===== src/rtl/dvm_pkg.sv =====
// Overview of operation
// Master clock near 4 kHz toggles a half-rate phase flop and its complement.
// A master-clock reset pulse from an output unit restarts the master clock.
// Four chained shift stages, stepped by the phase, give periods A, B, C, D.
// Zero period is the NOR of stages; active-low form inverted gives zero.
// Shift-register reset clears all stages and forces the phase flop set.
// Keyable 4 kHz sample oscillator is captured as measure flag at zero start.
// One store pulse per period; all suppressed during shift-register reset.
// Oscillator enabled by high phase, held off during reset.
// Four-bit digit counter counts oscillator pulses through all sixteen states, weights 1-2-4-8.
// Up-range flag at count fifteen, down-range flag at count zero.
// Range register changes only when measuring, in period A, phase high; the manual lines set and clear it at any time.
// Two range flops give true and complement code, manual and auto alike.
// Manual range switches drive four active-low set and clear lines.
// Digits shown one per period, latter half only, none during zero.
// Most significant digit shows overrange values up to fifteen.
// Anode strobe needs its period active and the phase low.
// In DC-volt or millivolt function the polarity flop follows polarity lines, else holds.
// Negative and positive lines valid only in period A of a measurement.
// Stored negative polarity strobes the minus sign in period B, phase low.
// Decoder maps all sixteen codes from the inverted count lines.
// Local ground selects one function; remote removes it and remote sets function.
// Digit counter cleared as each period's counting half begins.
package dvm_pkg;

	// ==========================================================
	// Timing
	localparam int DVM_CLK_HZ       = 250_000_000;
	localparam int DVM_MCLK_HZ      = 4000;
	localparam int DVM_SAMPLE_HZ    = 4000;
	localparam int DVM_MCLK_DIV     = DVM_CLK_HZ / DVM_MCLK_HZ;
	localparam int DVM_SAMPLE_DIV   = DVM_CLK_HZ / DVM_SAMPLE_HZ;

	// ==========================================================
	// Register map (byte addresses)
	localparam logic [7:0] DVM_OFS_CTRL   = 8'h00;
	localparam logic [7:0] DVM_OFS_STATUS = 8'h04;
	localparam logic [7:0] DVM_OFS_DIGITS = 8'h08;

	// Control fields
	localparam int DVM_CTRL_SRRST_BIT = 0;
	localparam int DVM_CTRL_AUTO_BIT  = 1;
	localparam int DVM_CTRL_KEY_BIT   = 2;
	localparam logic [2:0] DVM_CTRL_RESET = 3'h2;

	// Status fields
	localparam int DVM_ST_CNT_LSB   = 0;
	localparam int DVM_ST_SR_LSB    = 4;
	localparam int DVM_ST_PHASE_BIT = 8;
	localparam int DVM_ST_MEAS_BIT  = 9;
	localparam int DVM_ST_NEG_BIT   = 10;
	localparam int DVM_ST_RANGE_LSB = 12;
	localparam int DVM_ST_UP_BIT    = 14;
	localparam int DVM_ST_DOWN_BIT  = 15;

	// Function count and digits
	localparam int DVM_NUM_FUNC   = 6;
	localparam int DVM_NUM_DIGITS = 4;

	// ==========================================================
	// Carriers
	typedef struct packed {
		logic a;
		logic a_n;
		logic b;
		logic b_n;
	} dvm_range_s;

	typedef struct packed {
		logic [3:0] store;
		logic [3:0] anode;
		logic       minus;
	} dvm_strobe_s;

	typedef enum logic [1:0] {
		DVM_BUS_IDLE = 2'b01,
		DVM_BUS_ACK  = 2'b10
	} dvm_bus_e;

endpackage : dvm_pkg


===== src/rtl/dvm_tick_gen.sv =====
`timescale 1ns/10ps
// Divider that pulses once per DIV clocks; restart holds it at count zero
module dvm_tick_gen import dvm_pkg::*; #(
	parameter int DIV = DVM_MCLK_DIV
) (
	// Clock and reset
	input  wire logic clk_i,
	input  wire logic rst_i,
	// Control
	input  wire logic restart_i,
	// Output
	output logic      tick_o
);

	localparam int W = $clog2(DIV + 1);

	typedef struct packed {
		logic [W-1:0] cnt;
		logic         tick;
	} dvm_tick_s;

	dvm_tick_s s_q;
	dvm_tick_s s_d;

	// ==========================================================
	// Next state
	always_comb begin
		s_d      = s_q;
		s_d.tick = 1'b0;
		if (restart_i) begin
			s_d.cnt = '0;
		end else if (s_q.cnt == W'(DIV - 1)) begin
			s_d.cnt  = '0;
			s_d.tick = 1'b1;
		end else begin
			s_d.cnt = s_q.cnt + W'(1);
		end
	end

	// Register
	always_ff @(posedge clk_i) begin
		if (rst_i) begin
			s_q <= '0;
		end else begin
			s_q <= s_d;
		end
	end

	assign tick_o = s_q.tick;

endmodule : dvm_tick_gen


===== src/rtl/dvm_digit_decode.sv =====
`timescale 1ns/10ps
// Sixteen-state cathode decoder, registered; blank gives no cathode
module dvm_digit_decode import dvm_pkg::*; (
	// Clock and reset
	input  wire logic        clk_i,
	input  wire logic        rst_i,
	// Inverted count lines and blank
	input  wire logic [3:0]  code_n_i,
	input  wire logic        blank_i,
	// Cathode selects, one per code
	output logic      [15:0] cathode_o
);

	typedef struct packed {
		logic [15:0] cath;
	} dvm_dec_s;

	dvm_dec_s s_q;
	dvm_dec_s s_d;

	// ==========================================================
	// One line per code, so 10 to 15 show too
	for (genvar i = 0; i < 16; i++) begin : g_line
		always_comb begin
			s_d.cath[i] = ~blank_i && (~code_n_i == 4'(i));
		end
	end

	always_ff @(posedge clk_i) begin
		if (rst_i) begin
			s_q <= '0;
		end else begin
			s_q <= s_d;
		end
	end

	assign cathode_o = s_q.cath;

endmodule : dvm_digit_decode


===== src/rtl/dvm_timing_ctrl.sv =====
`timescale 1ns/10ps
// Timing, counting, autorange and display sequencing for the digitizer
module dvm_timing_ctrl import dvm_pkg::*; #(
	parameter int MCLK_DIV   = DVM_MCLK_DIV,
	parameter int SAMPLE_DIV = DVM_SAMPLE_DIV
) (
	// Clock and reset
	input  wire logic                    clk_i,
	input  wire logic                    rst_i,
	// Wishbone slave
	input  wire logic                    cyc_i,
	input  wire logic                    stb_i,
	input  wire logic                    we_i,
	input  wire logic [7:0]              adr_i,
	input  wire logic [3:0]              sel_i,
	input  wire logic [31:0]             dat_i,
	output logic      [31:0]             dat_o,
	output logic                         ack_o,
	// Timing control lines
	input  wire logic                    mclk_restart_i,
	input  wire logic                    sr_reset_i,
	input  wire logic                    sample_key_i,
	// Oscillator pulses from the modulator
	input  wire logic                    cco_pulse_i,
	// Range switches, active low
	input  wire logic                    manual_low_bit_up_n_i,
	input  wire logic                    manual_high_bit_up_n_i,
	input  wire logic                    manual_low_bit_clear_n_i,
	input  wire logic                    manual_high_bit_clear_n_i,
	// Function selection
	input  wire logic                    remote_select_i,
	input  wire logic [DVM_NUM_FUNC-1:0] local_func_i,
	input  wire logic [DVM_NUM_FUNC-1:0] remote_func_i,
	input  wire logic                    dc_volt_function_low_i,
	input  wire logic                    millivolt_function_low_i,
	// Polarity lines
	input  wire logic                    pol_neg_i,
	input  wire logic                    pol_pos_i,
	// Timing outputs
	output logic                         phase_o,
	output logic                         phase_n_o,
	output logic [3:0]                   period_o,
	output logic                         zero_o,
	output logic                         zero_n_o,
	output logic                         measure_o,
	output logic                         cco_enable_o,
	output logic                         autorange_clock_gate_o,
	// Counter and range
	output logic [3:0]                   count_o,
	output logic                         range_up_o,
	output logic                         range_down_o,
	output dvm_range_s                   range_o,
	// Display and store strobes
	output dvm_strobe_s                  strobe_o,
	output logic [15:0]                  cathode_o,
	output logic [DVM_NUM_FUNC-1:0]      function_o
);

	typedef struct packed {
		dvm_bus_e                  bus;
		logic [31:0]               rdat;
		logic [2:0]                ctrl;
		logic                      phase;
		logic [3:0]                sr;
		logic                      zero_n;
		logic                      zero_prev;
		logic                      samp_req;
		logic                      meas;
		logic                      cco_en;
		logic                      cco_prev;
		logic [3:0]                cnt;
		logic                      up;
		logic                      down;
		logic                      gate;
		logic                      rng_a;
		logic                      rng_b;
		logic                      pol_neg;
		logic [15:0]               digits;
		dvm_strobe_s               stb;
		logic [DVM_NUM_FUNC-1:0]   func;
	} dvm_state_s;

	dvm_state_s s_q;
	dvm_state_s s_d;

	logic mclk_tick;
	logic samp_tick;
	logic sr_rst;
	logic f_fall;
	logic f_rise;
	logic poly_sel;
	logic [31:0] status_w;

	// ==========================================================
	// Oscillators
	// Restart pulse brings the master clock back to a fresh period
	dvm_tick_gen #(.DIV(MCLK_DIV)) u_mclk (
		.clk_i     (clk_i),
		.rst_i     (rst_i),
		.restart_i (mclk_restart_i),
		.tick_o    (mclk_tick)
	);

	dvm_tick_gen #(.DIV(SAMPLE_DIV)) u_samp (
		.clk_i     (clk_i),
		.rst_i     (rst_i),
		.restart_i (1'b0),
		.tick_o    (samp_tick)
	);

	// Decoder sees the inverted count; blanked outside a latter half
	dvm_digit_decode u_dec (
		.clk_i     (clk_i),
		.rst_i     (rst_i),
		.code_n_i  (~s_q.cnt),
		.blank_i   (s_q.phase || (s_q.sr == 4'h0)),
		.cathode_o (cathode_o)
	);

	// ==========================================================
	// Helper terms
	assign sr_rst   = sr_reset_i || s_q.ctrl[DVM_CTRL_SRRST_BIT];
	assign f_fall   = mclk_tick && s_q.phase && !sr_rst;
	assign f_rise   = mclk_tick && !s_q.phase && !sr_rst;
	assign poly_sel = !dc_volt_function_low_i || !millivolt_function_low_i;

	always_comb begin
		status_w = '0;
		status_w[DVM_ST_CNT_LSB +: 4]   = s_q.cnt;
		status_w[DVM_ST_SR_LSB +: 4]    = s_q.sr;
		status_w[DVM_ST_PHASE_BIT]      = s_q.phase;
		status_w[DVM_ST_MEAS_BIT]       = s_q.meas;
		status_w[DVM_ST_NEG_BIT]        = s_q.pol_neg;
		status_w[DVM_ST_RANGE_LSB +: 2] = {s_q.rng_b, s_q.rng_a};
		status_w[DVM_ST_UP_BIT]         = s_q.up;
		status_w[DVM_ST_DOWN_BIT]       = s_q.down;
	end

	// ==========================================================
	// Next state
	always_comb begin
		s_d = s_q;

		// Bus: one wait state, ack for a single cycle, unmapped reads zero
		s_d.bus = DVM_BUS_IDLE;
		case (s_q.bus)
			DVM_BUS_IDLE: begin
				if (cyc_i && stb_i) begin
					s_d.bus  = DVM_BUS_ACK;
					s_d.rdat = '0;
					case (adr_i)
						DVM_OFS_CTRL:   s_d.rdat[2:0] = s_q.ctrl;
						DVM_OFS_STATUS: s_d.rdat = status_w;
						DVM_OFS_DIGITS: s_d.rdat[15:0] = s_q.digits;
						default:        s_d.rdat = '0;
					endcase
					if (we_i && sel_i[0] && adr_i == DVM_OFS_CTRL) begin
						s_d.ctrl = dat_i[2:0];
					end
				end
			end
			DVM_BUS_ACK: s_d.bus = DVM_BUS_IDLE;
			default:     s_d.bus = DVM_BUS_IDLE;
		endcase

		// Phase flop toggles on each master tick; reset forces it set
		if (sr_rst) begin
			s_d.phase = 1'b1;
			s_d.sr    = 4'h0;
		end else if (mclk_tick) begin
			s_d.phase = !s_q.phase;
			// Step as the phase rises, so each period opens with its counting half
			if (!s_q.phase) begin
				s_d.sr = {s_q.sr[2:0], ~|s_q.sr};
			end
		end
		s_d.zero_n    = |s_d.sr;
		s_d.zero_prev = ~s_q.zero_n;

		// Sample request: oscillator tick or key, consumed at zero start
		if (samp_tick || sample_key_i || s_q.ctrl[DVM_CTRL_KEY_BIT]) begin
			s_d.samp_req = 1'b1;
		end
		if (~s_q.zero_n && !s_q.zero_prev) begin
			s_d.meas     = s_q.samp_req;
			s_d.samp_req = samp_tick || sample_key_i || s_q.ctrl[DVM_CTRL_KEY_BIT];
		end

		// Oscillator enable: phase high, never during reset
		s_d.cco_en   = s_d.phase && !sr_rst && (s_d.sr != 4'h0);
		s_d.cco_prev = cco_pulse_i;

		// Counter: cleared as the counting half opens, then counts rises
		if (f_rise) begin
			s_d.cnt = 4'h0;
		end else if (s_q.cco_en && cco_pulse_i && !s_q.cco_prev) begin
			s_d.cnt = s_q.cnt + 4'h1;
		end
		s_d.up   = &s_d.cnt;
		s_d.down = ~|s_d.cnt;

		// Capture digit at end of counting half for readback
		if (f_fall) begin
			for (int i = 0; i < DVM_NUM_DIGITS; i++) begin
				if (s_q.sr[i]) begin
					s_d.digits[4*i +: 4] = s_q.cnt;
				end
			end
		end

		// Ranging gate: measuring, period A, phase high
		s_d.gate = s_d.meas && s_d.sr[0] && s_d.phase;
		// Autorange decides as the gated half closes
		if (s_q.gate && f_fall && s_q.ctrl[DVM_CTRL_AUTO_BIT]) begin
			if (s_q.up && !(s_q.rng_a && s_q.rng_b)) begin
				{s_d.rng_b, s_d.rng_a} = {s_q.rng_b, s_q.rng_a} + 2'h1;
			end else if (s_q.down && (s_q.rng_a || s_q.rng_b)) begin
				{s_d.rng_b, s_d.rng_a} = {s_q.rng_b, s_q.rng_a} - 2'h1;
			end
		end
		// Manual switches act as direct sets and clears, winning over auto
		if (!manual_low_bit_up_n_i) begin
			s_d.rng_a = 1'b1;
		end else if (!manual_low_bit_clear_n_i) begin
			s_d.rng_a = 1'b0;
		end
		if (!manual_high_bit_up_n_i) begin
			s_d.rng_b = 1'b1;
		end else if (!manual_high_bit_clear_n_i) begin
			s_d.rng_b = 1'b0;
		end

		// Polarity memory: pulsed only in period A of a measurement
		if (poly_sel && s_q.meas && s_q.sr[0]) begin
			if (pol_neg_i) begin
				s_d.pol_neg = 1'b1;
			end else if (pol_pos_i) begin
				s_d.pol_neg = 1'b0;
			end
		end

		// Strobes from next period and phase so outputs align with them
		for (int i = 0; i < DVM_NUM_DIGITS; i++) begin
			s_d.stb.store[i] = s_d.sr[i] && !s_d.phase && !sr_rst;
			s_d.stb.anode[i] = s_d.sr[i] && !s_d.phase;
		end
		s_d.stb.minus = s_d.pol_neg && s_d.sr[1] && !s_d.phase;

		// Local ground path wins unless remote removes it
		s_d.func = remote_select_i ? remote_func_i : local_func_i;
	end

	// ==========================================================
	// State register
	always_ff @(posedge clk_i) begin
		if (rst_i) begin
			s_q          <= '0;
			s_q.bus      <= DVM_BUS_IDLE;
			s_q.ctrl     <= DVM_CTRL_RESET;
			s_q.phase    <= 1'b1;
			// Zero is already high in reset, so no false zero start on release
			s_q.zero_prev <= 1'b1;
			s_q.down     <= 1'b1;
		end else begin
			s_q <= s_d;
		end
	end

	// ==========================================================
	// Outputs, all from state flops
	assign dat_o                  = s_q.rdat;
	assign ack_o                  = s_q.bus == DVM_BUS_ACK;
	assign phase_o                = s_q.phase;
	assign phase_n_o              = ~s_q.phase;
	assign period_o               = s_q.sr;
	assign zero_n_o               = s_q.zero_n;
	assign zero_o                 = ~s_q.zero_n;
	assign measure_o              = s_q.meas;
	assign cco_enable_o           = s_q.cco_en;
	assign autorange_clock_gate_o = s_q.gate;
	assign count_o                = s_q.cnt;
	assign range_up_o             = s_q.up;
	assign range_down_o           = s_q.down;
	assign range_o                = '{a: s_q.rng_a, a_n: ~s_q.rng_a, b: s_q.rng_b, b_n: ~s_q.rng_b};
	assign strobe_o               = s_q.stb;
	assign function_o             = s_q.func;

	// ==========================================================
	// Checks
	a_reset_phase_set: assert property (@(posedge clk_i) disable iff (rst_i)
		sr_reset_i |=> (phase_o && period_o == 4'h0))
		else $error("shift reset did not clear stages and set phase");

	a_store_off_reset: assert property (@(posedge clk_i) disable iff (rst_i)
		sr_reset_i |=> strobe_o.store == 4'h0)
		else $error("store pulse during shift reset");

	a_anode_phase_low: assert property (@(posedge clk_i) disable iff (rst_i)
		|strobe_o.anode |-> (!phase_o && (strobe_o.anode == period_o)))
		else $error("anode strobe outside its latter half");

	a_zero_dark: assert property (@(posedge clk_i) disable iff (rst_i)
		zero_o |-> (strobe_o.anode == 4'h0 && !strobe_o.minus))
		else $error("display lit during zero");

	a_period_walk: assert property (@(posedge clk_i) disable iff (rst_i || sr_reset_i || s_q.ctrl[0])
		(period_o != 4'h0 && $changed(period_o)) |-> $past(period_o) == (period_o >> 1))
		else $error("shift register did not step by one stage");

	a_count_clear: assert property (@(posedge clk_i) disable iff (rst_i)
		f_rise |=> count_o == 4'h0)
		else $error("counter not cleared at counting half");

	a_up_flag: assert property (@(posedge clk_i) disable iff (rst_i)
		range_up_o |-> count_o == 4'hf)
		else $error("up flag without full count");

	a_cco_gated: assert property (@(posedge clk_i) disable iff (rst_i)
		cco_enable_o |-> (phase_o && !zero_o))
		else $error("oscillator enabled outside counting half");

	a_range_hold: assert property (@(posedge clk_i) disable iff (rst_i)
		(!s_q.gate && manual_low_bit_up_n_i && manual_low_bit_clear_n_i) |=> $stable(range_o.a))
		else $error("range changed outside gated window");

	a_minus_in_b: assert property (@(posedge clk_i) disable iff (rst_i)
		strobe_o.minus |-> (period_o == 4'h2 && !phase_o))
		else $error("minus sign outside period B latter half");

	c_full_cycle: cover property (@(posedge clk_i) disable iff (rst_i)
		zero_o ##1 !zero_o);
	c_measure_set: cover property (@(posedge clk_i) disable iff (rst_i)
		$rose(measure_o));
	c_auto_up: cover property (@(posedge clk_i) disable iff (rst_i)
		s_q.gate && range_up_o && f_fall);

	a_pol_hold: assert property (@(posedge clk_i) disable iff (rst_i)
		!(poly_sel && s_q.meas && s_q.sr[0]) |=> $stable(s_q.pol_neg))
		else $error("polarity memory changed outside its window");

	c_minus_shown: cover property (@(posedge clk_i) disable iff (rst_i)
		strobe_o.minus);

endmodule : dvm_timing_ctrl


===== config.mk =====
export PLATFORM = sky130hd
export DESIGN_NAME = dvm_timing_ctrl
export DESIGN_NICKNAME = d
export VERILOG_FILES = /design/src/rtl/dvm_pkg.sv /design/src/rtl/dvm_tick_gen.sv /design/src/rtl/dvm_digit_decode.sv /design/src/rtl/dvm_timing_ctrl.sv
export SDC_FILE = /design/constraint.sdc
export NUM_CORES = 1
export LEC_CHECK = 0
export ABC_AREA = 0
export BUFFER_PORTS_ARGS = -buffer_cell sky130_fd_sc_hd__buf_4
export CORE_UTILIZATION = 55
export DETAILED_ROUTE_END_ITERATION = 8
export PLACE_DENSITY = 0.85
export SYNTH_ARGS = -nofsm -noshare
export SYNTH_HDL_FRONTEND = slang
export SYNTH_SLANG_ARGS = --single-unit
export TNS_END_PERCENT = 100

===== constraint.sdc =====
create_clock -name clk_i -period 5 [get_ports clk_i]
set_input_delay 1.25 -clock clk_i [delete_from_list [all_inputs] [get_ports clk_i]]
set_output_delay 1.25 -clock clk_i [all_outputs]
set_load 0.02 [all_outputs]

# Word level (Yosys, flattened, before mapping)
# Index checks and enable logic that the tools add are counted.
dict set report op_classes {
  n_reduce_logical 84
  add_sub_neg 5
  bitwise_logic 8
  eq_ne 25
  mux 24
}
# op n
set op_table {}
lappend op_table {{logical AND 1 bit} 47}
lappend op_table {{two-way mux 37 bit} 1}
lappend op_table {{adder 16 x 1 -> 16 bit, second input constant} 2}
lappend op_table {{equality test 16 bit, second input constant} 2}
lappend op_table {{equality test 4 bit, second input constant} 8}
lappend op_table {{one-hot mux 13 bit (2 select lines)} 1}
lappend op_table {{equality test 4 x 3 -> 1 bit, second input constant} 4}
lappend op_table {{AND reduction 2 bit} 7}
lappend op_table {{two-way mux 4 bit} 3}
lappend op_table {{OR reduction 4 bit} 3}
lappend op_table {{zero test 1 bit} 10}
lappend op_table {{two-way mux 1 bit} 10}
lappend op_table {{two-way mux 5 bit} 2}
lappend op_table {{one-hot mux 3 bit (3 select lines)} 1}
lappend op_table {{equality test 4 x 2 -> 1 bit, second input constant} 2}
lappend op_table {{equality test 8 x 3 -> 1 bit, second input constant} 1}
lappend op_table {{equality test 8 x 4 -> 1 bit, second input constant} 1}
lappend op_table {{zero test 4 bit} 2}
lappend op_table {{zero test 8 bit} 1}
lappend op_table {{two-way mux 2 bit} 4}
lappend op_table {{!= test 4 x 2 -> 1 bit, second input constant} 2}
lappend op_table {{inverter 4 bit} 2}
lappend op_table {{logical OR 1 bit} 6}
lappend op_table {{two-way mux 6 bit} 1}
lappend op_table {{other kinds (15)} 23}
dict set report totals {
  ff_bits 123
  out_inout_bits 85
}

# Depth between registers and ports, before layout
# Gate-level depths: netlist of the first run.
dict set report logic_depth {
  word_depth 8
  depth_mapped 6
  ltp_nobuf 6
}

# Cells and area by module
# Synthesis of the first run repeated with hierarchy kept, for this count alone.
dict set report unflattened {
  cells_unflattened 556
  area_unflattened_um2 5277.6
}
# module seq_area_each_um2 area_per_inst_um2 n_inst cells_each
set modules_own_cells {}
lappend modules_own_cells {dvm_timing_ctrl 1461.4 3354.5 1 355}
lappend modules_own_cells {dvm_tick_gen 340.3 735.7 2 81}
lappend modules_own_cells {dvm_digit_decode 320.3 451.7 1 39}

# Worst setup path after synthesis of the first run
# No wires, ideal clock.
dict set report synth_timing {
  path_type {in2reg}
  from {input port adr_i[1]}
  to {register s_q (netlist bit dat_o[8])}
  arrival_time_ps 2506
  slack_ps 2434
  setup_time_ps 59
  stages 5
  cell_sequence {nor4_1 -> nand2_1 -> nor4b_1 -> buf_2 -> a221o_1}
}
dict set report synth_via {
  elab_chain_cells 2
}
# element line_no
set synth_rtl {}
lappend synth_rtl {{from (decl)} dvm_timing_ctrl.sv:14} ;# input wire logic [7:0] adr_i,
lappend synth_rtl {{equality test 8 x 4 -> 1 bit or equality test 8 x 3 -> 1 bit (tied branches)} dvm_timing_ctrl.sv:151} ;# case (adr_i)
lappend synth_rtl {{one-hot mux 13 bit (2 select lines) *} dvm_timing_ctrl.sv:151}
lappend synth_rtl {{to (decl)} dvm_timing_ctrl.sv:83} ;# dvm_state_s s_q;
# Every way passes the cells marked *; elsewhere a longest branch is shown, timed or not.
# A chain may end at the register's enable or synchronous reset.

# Final worst setup path of the first run
dict set report layout_timing {
  from {input port adr_i[1]}
  to {register s_q (netlist bit dat_o[13])}
}
# Same word-level chain as after synthesis.

==> summary.txt, run 1 <==
Worst setup path
  • Worst EP required: 5.45 ns
  • Setup crit end kind: register
  • Reg-to-reg slack, setup: 2.90 ns
  • Worst r2r path cells: 4
  • Critical path startpoint category: primary input
  • Arrival @ worst endpoint: 3.28 ns
  • Slowest stage delay, CP: 1.03 ns
  • Setup CP Type: in2reg
  • CP max FO: 12
  • Worst-path cell chain: buf_4 > nor4_1 > nand2_1 > nor4_2 > a221o_1
  • RR Endpoint: dat_o[13]
  • Slowest cell on the critical path: nor4_2
  • Reg2reg start: s_q[88]

STA
  • Hold slack: 0.4601 ns
  • Peak Freq: 353.4 MHz
  • Worst-margin pin slew: 1.238 ns
  • Hold Violations, Final: 0
  • Rel. slew slack: 0.1681
  • Final Cycle Share: 0.5659
  • Final setup vio count: 0
  • RSZ-0062 raised after global routing: no
  • Max Slew Vio Count: 0
  • Fin crit period: 2.829 ns
  • Setup TNS: 0 ns
  • Worst Skew: 0.008294 ns

Drt
  • Drt drc: 0
  • Routed len/inst: 16.32 µm
  • Post-detailed-route count of antenna-violating nets: 0
  • DR vias: 4162
  • DRT Pass-1 Iters: 5
  • Drt first-iter violations: 210
  • Routed Wire Length: 12120 µm
  • Vias per cell: 5.602

Global route
  • Largest net degree at the start of global routing: 40
  • Total track usage: 0.2511
  • GRT overflow: 0
  • Initial antenna violation count: 0
  • Vias in the first global route: 3912
  • Global-route wire length before repair: 19140 µm

Clock tree
  • Resized cells post-CTS: 0
  • Clock Tree Root: clkbuf_8
  • Postcts setup bufs: 0
  • Clock Sinks: 123
  • Reg clk slew, reported paths: 0.06 ns
  • CTS tree: built
  • Max Buffers Root-to-Sink: 2
  • CTS buffer count: 17
  • H-tree Lvls: 4
  • Hold_buf cts: 0
  • Clock insertion delay at the later pin of the skew report: 0.51 ns

Power and ir drop
  • Leak Pwr: 2.629 nW
  • Pwr Density: 365.2 nW/µm²
  • Sw Ratio: 0.2134
  • Pint: 1.814 mW
  • Clock share of power: 0.524
  • Switch Pwr: 0.4920 mW
  • Peak supply drop: 0.2015 mV
  • Logic pwr share: 0.043
  • Sequential Power Share: 0.432

Synth
  • FF+latch count, synth: 123
  • Synthesized area: 5207 µm²
  • Synth Warn #: 0
  • Top_reg_cell synth: dfxtp_1
  • Cells after Synth: 553
  • Number of synthesized flops with an enable pin: 0
  • Post-synthesis sequential area ratio: 0.4728
  • Synth unique cells: 52
  • Async SR Flop Fraction: 0
  • Mean Syn Cell Area: 9.417 µm²

Status
  • Status: complete, no violations

Placed design
  • PortBufs: 110
  • HPWL after detailed placement: 8303 µm
  • Placer congestion estimate: 0.8197

Cells and area
  • Final Core Density: 0.6865
  • Area Growth Syn to Fin: 21.24%
  • Nets: 703
  • ANT cells: 0
  • Share of cells above drive strength 1: 0.2405

Die
  • Die area: 9861 µm²
  • Top Ports: 159
  • Core area: 9196 µm²
  • Initial core utilization: 0.5663
  • Die Ht: 99.31 µm
  • Die Wd: 99.31 µm
  • Rows: 35

Hold path
  • Hold Path Class: reg2reg
  • WHS Endpoint: s_q[45]
  • Hold Path Stages: 1
  • Min-delay src: zero_n_o

Flow run
  • Max cap viols: 0
[cells by family (layout without fill, tap and decap cells)]
group / Yosys count / count (layout) / synth area share
compound gates: 39 / 39 / 0.06007
other cells: 1 / 16 / 0.0007201
buf+inv: 92 / 156 / 0.1108
mux: 32 / 32 / 0.06151
xor+xnor: 30 / 30 / 0.05046
fa+ha+maj: 10 / 10 / 0.02403
flops: 123 / 123 / 0.4728
simple gates: 226 / 226 / 0.2196
[synth_stat cells, drive strengths merged (6+ instances only)]
cell,count,area (µm²)
ha,10,125.1
inv,13,48.80
dfxtp,123,2462
or3,6,42.54
and3,17,107.6
a21oi,7,35.03
buf,63,468.0
o21ai,7,35.03
xnor2,24,210.2
nor2,91,341.6
nor4,14,87.58
clkbuf,16,60.06
a221o,12,120.1
xor2,6,52.55
mux2i,32,320.3
nor3,14,70.07
nand2,29,116.4
nand4,8,56.30
nand3,19,100.1
[per-stage QoR]
stage / worst slack [ns] / instance area [µm²] / power (mW) / cells
3_3_place_gp: 1.791 / 5720 / 1.112 / 711
3_5_place_dp: 1.729 / 5720 / 1.116 / 711
5_1_grt: 1.972 / 6314 / 2.375 / 743
4_1_cts: 2.224 / 6314 / 2.314 / 743
6_report: 2.171 / 6314 / 2.306 / 743
2_1_floorplan: 2.434 / 5264 / 1.086 / 568
[critical path, delay by kind of cell]
kind                   cells  cell delay, ns
AOI/OAI and AO/OA          1            0.30
buffers and inverters      1            0.11
and+or+nand+nor            3            1.61
[sequential cells by signal (all words and copies together), names as in the netlist, 2 cells and up]
signal / flops
dat_o: 16
strobe_o: 9
u_dec.cathode_o: 16
range_o: 2
period_o: 4
s_q: 25
u_samp.s_q: 16
u_mclk.s_q: 16
count_o: 4
function_o: 6
[layout make-up]
| type | count | area, µm² |
|---|---|---|
| fillers | 649 | 2883 |
| flip-flops and latches | 123 | 2462 |
| multi-input cells | 353 | 2237 |
| repair buffers | 111 | 833.3 |
| clock buffers | 21 | 449.2 |
| clock inverters | 11 | 143.9 |
| well taps | 111 | 138.9 |
| inverters | 13 | 48.80 |
[worst max path at each step]
stage                        start   endpoint  slack [ns]  depth (start not counted)
after detailed placement  adr_i[1]  dat_o[12]        1.73                          5
after global placement    adr_i[1]   dat_o[5]        1.79                          5
after CTS                 adr_i[1]  dat_o[13]        2.22                          5
final                     adr_i[1]  dat_o[13]        2.17                          5
after global routing      adr_i[1]  dat_o[12]        1.97                          5
after floorplan           adr_i[1]   dat_o[8]        2.43                          5
[power groups by stage]
stage          clock (mW)  combinational, mW  sequential [mW]
3_3_place_gp            0             0.0948             1.02
3_5_place_dp            0             0.0984             1.02
4_1_cts              1.22             0.0997            0.997
2_1_floorplan           0             0.0702             1.02
6_report             1.21              0.100            0.997
5_1_grt              1.27              0.108            0.997
[placed cells by master, fill, tap and decap left out, types with 6 or more instances in the layout]
master,instances
dfxtp_1,123
nand4_1,7
xor2_1,6
nor2_1,91
and3_1,16
clkbuf_16,16
conb_1,16
a221o_1,12
buf_4,111
mux2i_1,32
nor4_1,13
xnor2_1,24
nand3_1,18
nor3_1,14
a21oi_1,7
o21ai_0,7
nand2_1,28
ha_1,10
inv_1,13
[per-layer routing]
layer | wire, µm | vias to the layer above | track usage
li1 | - | 1964 | -
met5 | 0 | - | 0
met4 | 405 | 0 | 0.1075
met1 | 4791 | 2015 | 0.2860
met2 | 6309 | 149 | 0.4444
met3 | 618 | 34 | 0.06535
Note: power is estimated with default switching activity, not from simulation.
==> run 2: changes to the inputs <==
Settings changed: CORE_UTILIZATION 55 to 51, PLACE_DENSITY 0.85 to 0.79.
Clock period 5 ns to 2.8 ns, I/O delays scaled along.
==> summary.txt, run 2 (synthesis gave the netlist of run 1 again) <==
Cells and area
  • Final Core Density: 0.6454 (-0.04114)
  • Commonest cells after routing, fill and taps aside: dfxtp_1 (123), buf_4 (113), nor2_1 (91)
  • Nets: 705 (+0.28%)
  • Final instance area: 6337 µm² (+0.38%)
  • Commonest non-fill, non-tap cell in the layout: dfxtp_1
  • ANT cells: 0 (unchanged)
  • Max FFs per register: 25 (unchanged)
  • FILL cells: 785 (+21%)
  • Final Non-Filler Cells: 766 (+3.1%)
  • Share of cells above drive strength 1: 0.2385 (-0.001960)
  • Area Growth Syn to Fin: 21.70%
  • Most flop-heavy register: s_q

Placed design
  • Post-DP Area: 5763 µm² (+0.74%)
  • HPWL after detailed placement: 8080 µm (-2.7%)
  • PortBufs: 110 (unchanged)
  • Placer congestion estimate: 0.8640 (+5.4%)
  • Setup WS pre-CTS: 0.6872 ns (-1.042 ns)
  • Post-Place Cells: 735 (+3.4%)

Worst setup path
  • Worst-path cell chain: buf_4
  • Kind of cell adding the most delay to the critical path: flip-flops
  • Reg2reg start: u_samp.s_q[10]
  • Critical path startpoint category: register
  • Setup CP Type: reg2out
  • Worst EP required: 2.10 ns (-3.35 ns)
  • Worst Setup SP: count_o[2]
  • CP max FO: 15 (+3)
  • Arrival @ worst endpoint: 1.45 ns (-1.83 ns)
  • Worst Path Buf+Inv: 1 (unchanged)
  • Slowest stage delay, CP: 0.69 ns (-0.34 ns)
  • Setup crit end kind: output port
  • Slowest cell on the critical path: dfxtp_1

STA
  • Peak Freq: 465.4 MHz
  • RSZ-0062 raised after global routing: no
  • Final Cycle Share: 0.7674
  • Max Slew Vio Count: 0 (unchanged)
  • Worst-margin pin slew: 0.6565 ns (-0.5810 ns)
  • Setup TNS: 0 ns (unchanged)
  • Hold Violations, Final: 0 (unchanged)
  • Final setup vio count: 0 (unchanged)
  • Fin crit period: 2.149 ns
  • Rel. slew slack: 0.5623 (+0.3942)
  • Hold slack: 0.3774 ns (-0.08270 ns)
  • Worst Skew: 0.007706 ns (-0.0005878 ns)
  • Slack of the critical path: 0.6513 ns (-1.519 ns)

Clock tree
  • Resized cells post-CTS: 0 (unchanged)
  • H-tree Lvls: 4 (unchanged)
  • Clock Sinks: 123 (unchanged)
  • CTS buffer count: 17 (unchanged)
  • Max Buffers Root-to-Sink: 2 (unchanged)
  • Clock Tree Root: clkbuf_8
  • Postcts setup bufs: 0 (unchanged)
  • Clock insertion delay at the later pin of the skew report: 0.51 ns (about the same)
  • CTS tree: built
  • Hold_buf cts: 0 (unchanged)
  • Reg clk slew, reported paths: 0.05 ns (about the same)

Power and ir drop
  • Switch Pwr: 0.8377 mW (+70%)
  • Leak Pwr: 2.641 nW (+0.48%)
  • Clock share of power: 0.519 (-0.005)
  • Peak supply drop: 0.3847 mV (+91%)
  • Logic pwr share: 0.043 (about the same)
  • Pint: 3.232 mW (+78%)
  • Sequential Power Share: 0.438 (+0.006)
  • Sw Ratio: 0.2059 (-0.007525)
  • Total power: 4.069 mW (+76%)
  • Pwr Density: 642.1 nW/µm² (+76%)

Global route
  • Vias in the first global route: 3806 (-2.7%)
  • Initial antenna violation count: 0 (unchanged)
  • Total track usage: 0.2256 (-0.02549)
  • Largest net degree at the start of global routing: 40 (unchanged)
  • GRT overflow: 0 (unchanged)
  • Global-route wire length before repair: 18130 µm (-5.3%)

Die
  • Die Wd: 103.1 µm (+3.8%)
  • Die area: 10620 µm² (+7.7%)
  • Top Ports: 159 (unchanged)
  • Die Ht: 103.1 µm (+3.8%)
  • Rows: 36 (+2.9%)
  • Core area: 9819 µm² (+6.8%)
  • Initial core utilization: 0.5303 (-0.03593)

Drt
  • DRT Pass-1 Iters: 5 (unchanged)
  • Routed Wire Length: 11600 µm (-4.3%)
  • Routed len/inst: 15.14 µm (-7.2%)
  • Drt first-iter violations: 248 (+18%)
  • Drt drc: 0 (unchanged)
  • Vias per cell: 5.283 (-5.7%)
  • Post-detailed-route count of antenna-violating nets: 0 (unchanged)
  • DR vias: 4047 (-2.8%)

Hold path
  • Hold Path Class: in2reg
  • Min-delay src: mclk_restart_i

Status
  • Status: complete, no violations

Flow run
  • Max cap viols: 0 (unchanged)
==> run 2: cell count changes in the layout (fill, tap and decap cells not counted) <==
| cell | delta |
|---|---|
| buf_4 | +2 |
| clkinv_4 | -1 |
| clkbuf_1 | +2 |
| clkinvlp_4 | -3 |
| clkinv_2 | +1 |
==> run 2: path summary, 6_finish.rpt <==
path	end	depth (start not counted)	slack [ns]
setup / recovery	count_o[2]	1	0.65
hold / removal	u_mclk.tick_o	2	0.38
setup reg to reg	u_samp.s_q[10]	3	0.77
hold reg to reg	u_mclk.s_q[1]	1	0.46
==> run 2: metal layers <==
layer	GRT usage	vias to the layer above	share of wire
met3	0.07254	11	0.055
met2	0.3846	128	0.52
met5	0	-	0
met4	0.07909	0	0.010
met1	0.2670	1945	0.41
li1	-	1963	-
==> run 2: layout make-up <==
cell class	count	area, µm²	area share
inverters	13	48.80	0.007700
clock buffers	23	456.7	0.07206
clock inverters	8	117.6	0.01856
multi-input cells	353	2237	0.3530
well taps	133	166.4	0.02626
flip-flops and latches	123	2462	0.3885
repair buffers	113	848.3	0.1339
==> run 2: power groups by stage <==
| stage | logic (mW) | clock network [mW] | registers (mW) |
|---|---|---|---|
| detailed placement | 0.174 | 0 | 1.82 |
| global route | 0.190 | 2.24 | 1.78 |
| finish | 0.177 | 2.11 | 1.78 |
| floorplan | 0.125 | 0 | 1.81 |
| global placement | 0.170 | 0 | 1.82 |
| CTS | 0.176 | 2.14 | 1.78 |
==> run 3: changes to the inputs <==
Settings changed: CORE_UTILIZATION 51 to 46, PLACE_DENSITY 0.79 to 0.76.
Clock period 2.8 ns to 1.8 ns, I/O delays scaled along.
==> summary.txt, run 3 (synthesis gave the netlist of run 1 again) <==
Power and ir drop
  • Pwr Density: 979.9 nW/µm² (+53%)
  • Leak Pwr: 2.769 nW (+4.8%)
  • Peak supply drop: 0.6294 mV (+64%)

Clock tree
  • Reg clk slew, reported paths: 0.05 ns (about the same)
  • CTS buffer count: 17 (unchanged)
  • Postcts setup bufs: 0 (unchanged)
  • Clock insertion delay at the later pin of the skew report: 0.40 ns (-0.11 ns)
  • Hold_buf cts: 0 (unchanged)
  • Clock Sinks: 123 (unchanged)
  • CTS tree: built
  • Max Buffers Root-to-Sink: 2 (unchanged)
  • H-tree Lvls: 4 (unchanged)
  • Clock Tree Root: clkbuf_16

Cells and area
  • Final instance area: 6591 µm² (+4.0%)
  • FILL cells: 901 (+15%)
  • Multi-input gate area: 2262 µm² (+1.1%)
  • Final Non-Filler Cells: 798 (+4.2%)
  • Area Growth Syn to Fin: 26.57%
  • Max FFs per register: 25 (unchanged)
  • Nets: 730 (+3.5%)
  • Commonest non-fill, non-tap cell in the layout: buf_4
  • Most flop-heavy register: s_q
  • ANT cells: 0 (unchanged)
  • Share of cells above drive strength 1: 0.2842 (+0.04565)
  • Register area: 2470 µm² (+0.30%)
  • Commonest cells after routing, fill and taps aside: buf_4 (138), dfxtp_1 (117), nor2_1 (91)

STA
  • Fin crit period: 1.745 ns
  • RSZ-0062 raised after global routing: no
  • Peak Freq: 573.1 MHz
  • Worst Skew: 0.01025 ns (+0.002541 ns)
  • Setup TNS: 0 ns (unchanged)
  • Max Slew Vio Count: 0 (unchanged)
  • Final Cycle Share: 0.9694
  • Hold Violations, Final: 0 (unchanged)
  • Final setup vio count: 0 (unchanged)

Die
  • Die Ht: 108.4 µm (+5.2%)
  • Die Wd: 108.4 µm (+5.2%)
  • Rows: 38 (+5.6%)
  • Core area: 10940 µm² (+11%)
  • Die area: 11750 µm² (+11%)
  • Initial core utilization: 0.4762 (-0.05412)
  • Top Ports: 159 (unchanged)

Global route
  • GRT overflow: 0 (unchanged)
  • Vias in the first global route: 4115 (+8.1%)
  • Largest net degree at the start of global routing: 22 (-45%)
  • Initial antenna violation count: 0 (unchanged)
  • Total track usage: 0.2107 (-0.01494)
  • Global-route wire length before repair: 19100 µm (+5.4%)

Placed design
  • HPWL after detailed placement: 8585 µm (+6.3%)
  • PortBufs: 110 (unchanged)
  • Post-Place Cells: 767 (+4.4%)
  • Placer congestion estimate: 0.8719 (+0.91%)
  • Post-DP Area: 5974 µm² (+3.7%)

Worst setup path
  • Setup crit end kind: register
  • Arrival @ worst endpoint: 2.03 ns (+0.58 ns)
  • Setup CP Type: reg2reg
  • Worst EP required: 2.08 ns (-0.02 ns)
  • CP max FO: 15 (unchanged)
  • Critical path startpoint category: register

Drt
  • Routed len/inst: 15.09 µm (-0.32%)
  • Drt drc: 0 (unchanged)
  • Routed Wire Length: 12040 µm (+3.8%)
  • Vias per cell: 5.204 (-1.5%)
  • DR vias: 4153 (+2.6%)
  • Post-detailed-route count of antenna-violating nets: 0 (unchanged)
  • Drt first-iter violations: 204 (-18%)
  • DRT Pass-1 Iters: 4 (-1)

Status
  • Status: complete, no violations

Hold path
  • Hold Path Class: in2reg

Flow run
  • Max cap viols: 0 (unchanged)
## run 3: area by class of cell
class                      instances  area share
clock inverter                    14     0.02639
tap                              140     0.02658
timing repair buffer             138      0.1572
inverter                          13    0.007403
multi-input combinational        353      0.3432
clock buffer                      17     0.06454
sequential                       123      0.3747
## run 3: final timing paths
| path | startpoint | end | slack [ns] | depth (start not counted) |
|---|---|---|---|---|
| worst min register to register | zero_n_o | s_q[45] | 0.45 | 1 |
| worst max-delay path | u_mclk.s_q[12] | u_mclk.s_q[16] | 0.06 | 4 |
| worst max register to register | u_mclk.s_q[12] | u_mclk.s_q[16] | 0.06 | 4 |
| worst min-delay path | mclk_restart_i | u_mclk.tick_o | 0.24 | 2 |
## run 3: metal layers
layer	share of wire	GRT usage	wire, µm
met2	0.51	0.3671	6142
met3	0.058	0.06209	704
met4	0.026	0.08977	308
met5	0	0	0
met1	0.41	0.2381	4888
## run 3: worst max-delay path: stages, from the launching register on
cell and delay, ns:
dfxtp_1 0.31, or4b_1 0.52, or4_4 0.60, nand2_8 0.14
a21oi_1 0.06
## run 3: repair_timing
| action | 4_1_cts | 5_1_grt |
|---|---|---|
| setup endpoints to repair | 14 | 18 |
| hold endpoints to repair | 0 | 0 |
| gates cloned | 0 | 0 |
| gates resized for setup | 0 | 6 |
| pin swaps | 0 | 1 |
## run 3: report_power, final
part | internal, mW | leakage, nW | switching (mW)
combinational | 0.126 | 1.49 | 0.166
sequential | 2.75 | 0.997 | 0.0213
clock | 2.17 | 0.281 | 1.22
## run 3: through the flow
step	power, mW	util	hold WS (ns)	setup WS, ns
global route	6.663	0.6027	0.2374	0.005084
CTS	6.485	0.6011	0.2272	-0.01158
global placement	3.105	0.5463	0.4417	-0.04858
finish	6.459	0.6027	0.2378	0.05502
floorplan	3.019	-	0.4264	0.01650
detailed placement	3.113	0.5463	0.4480	-0.07668
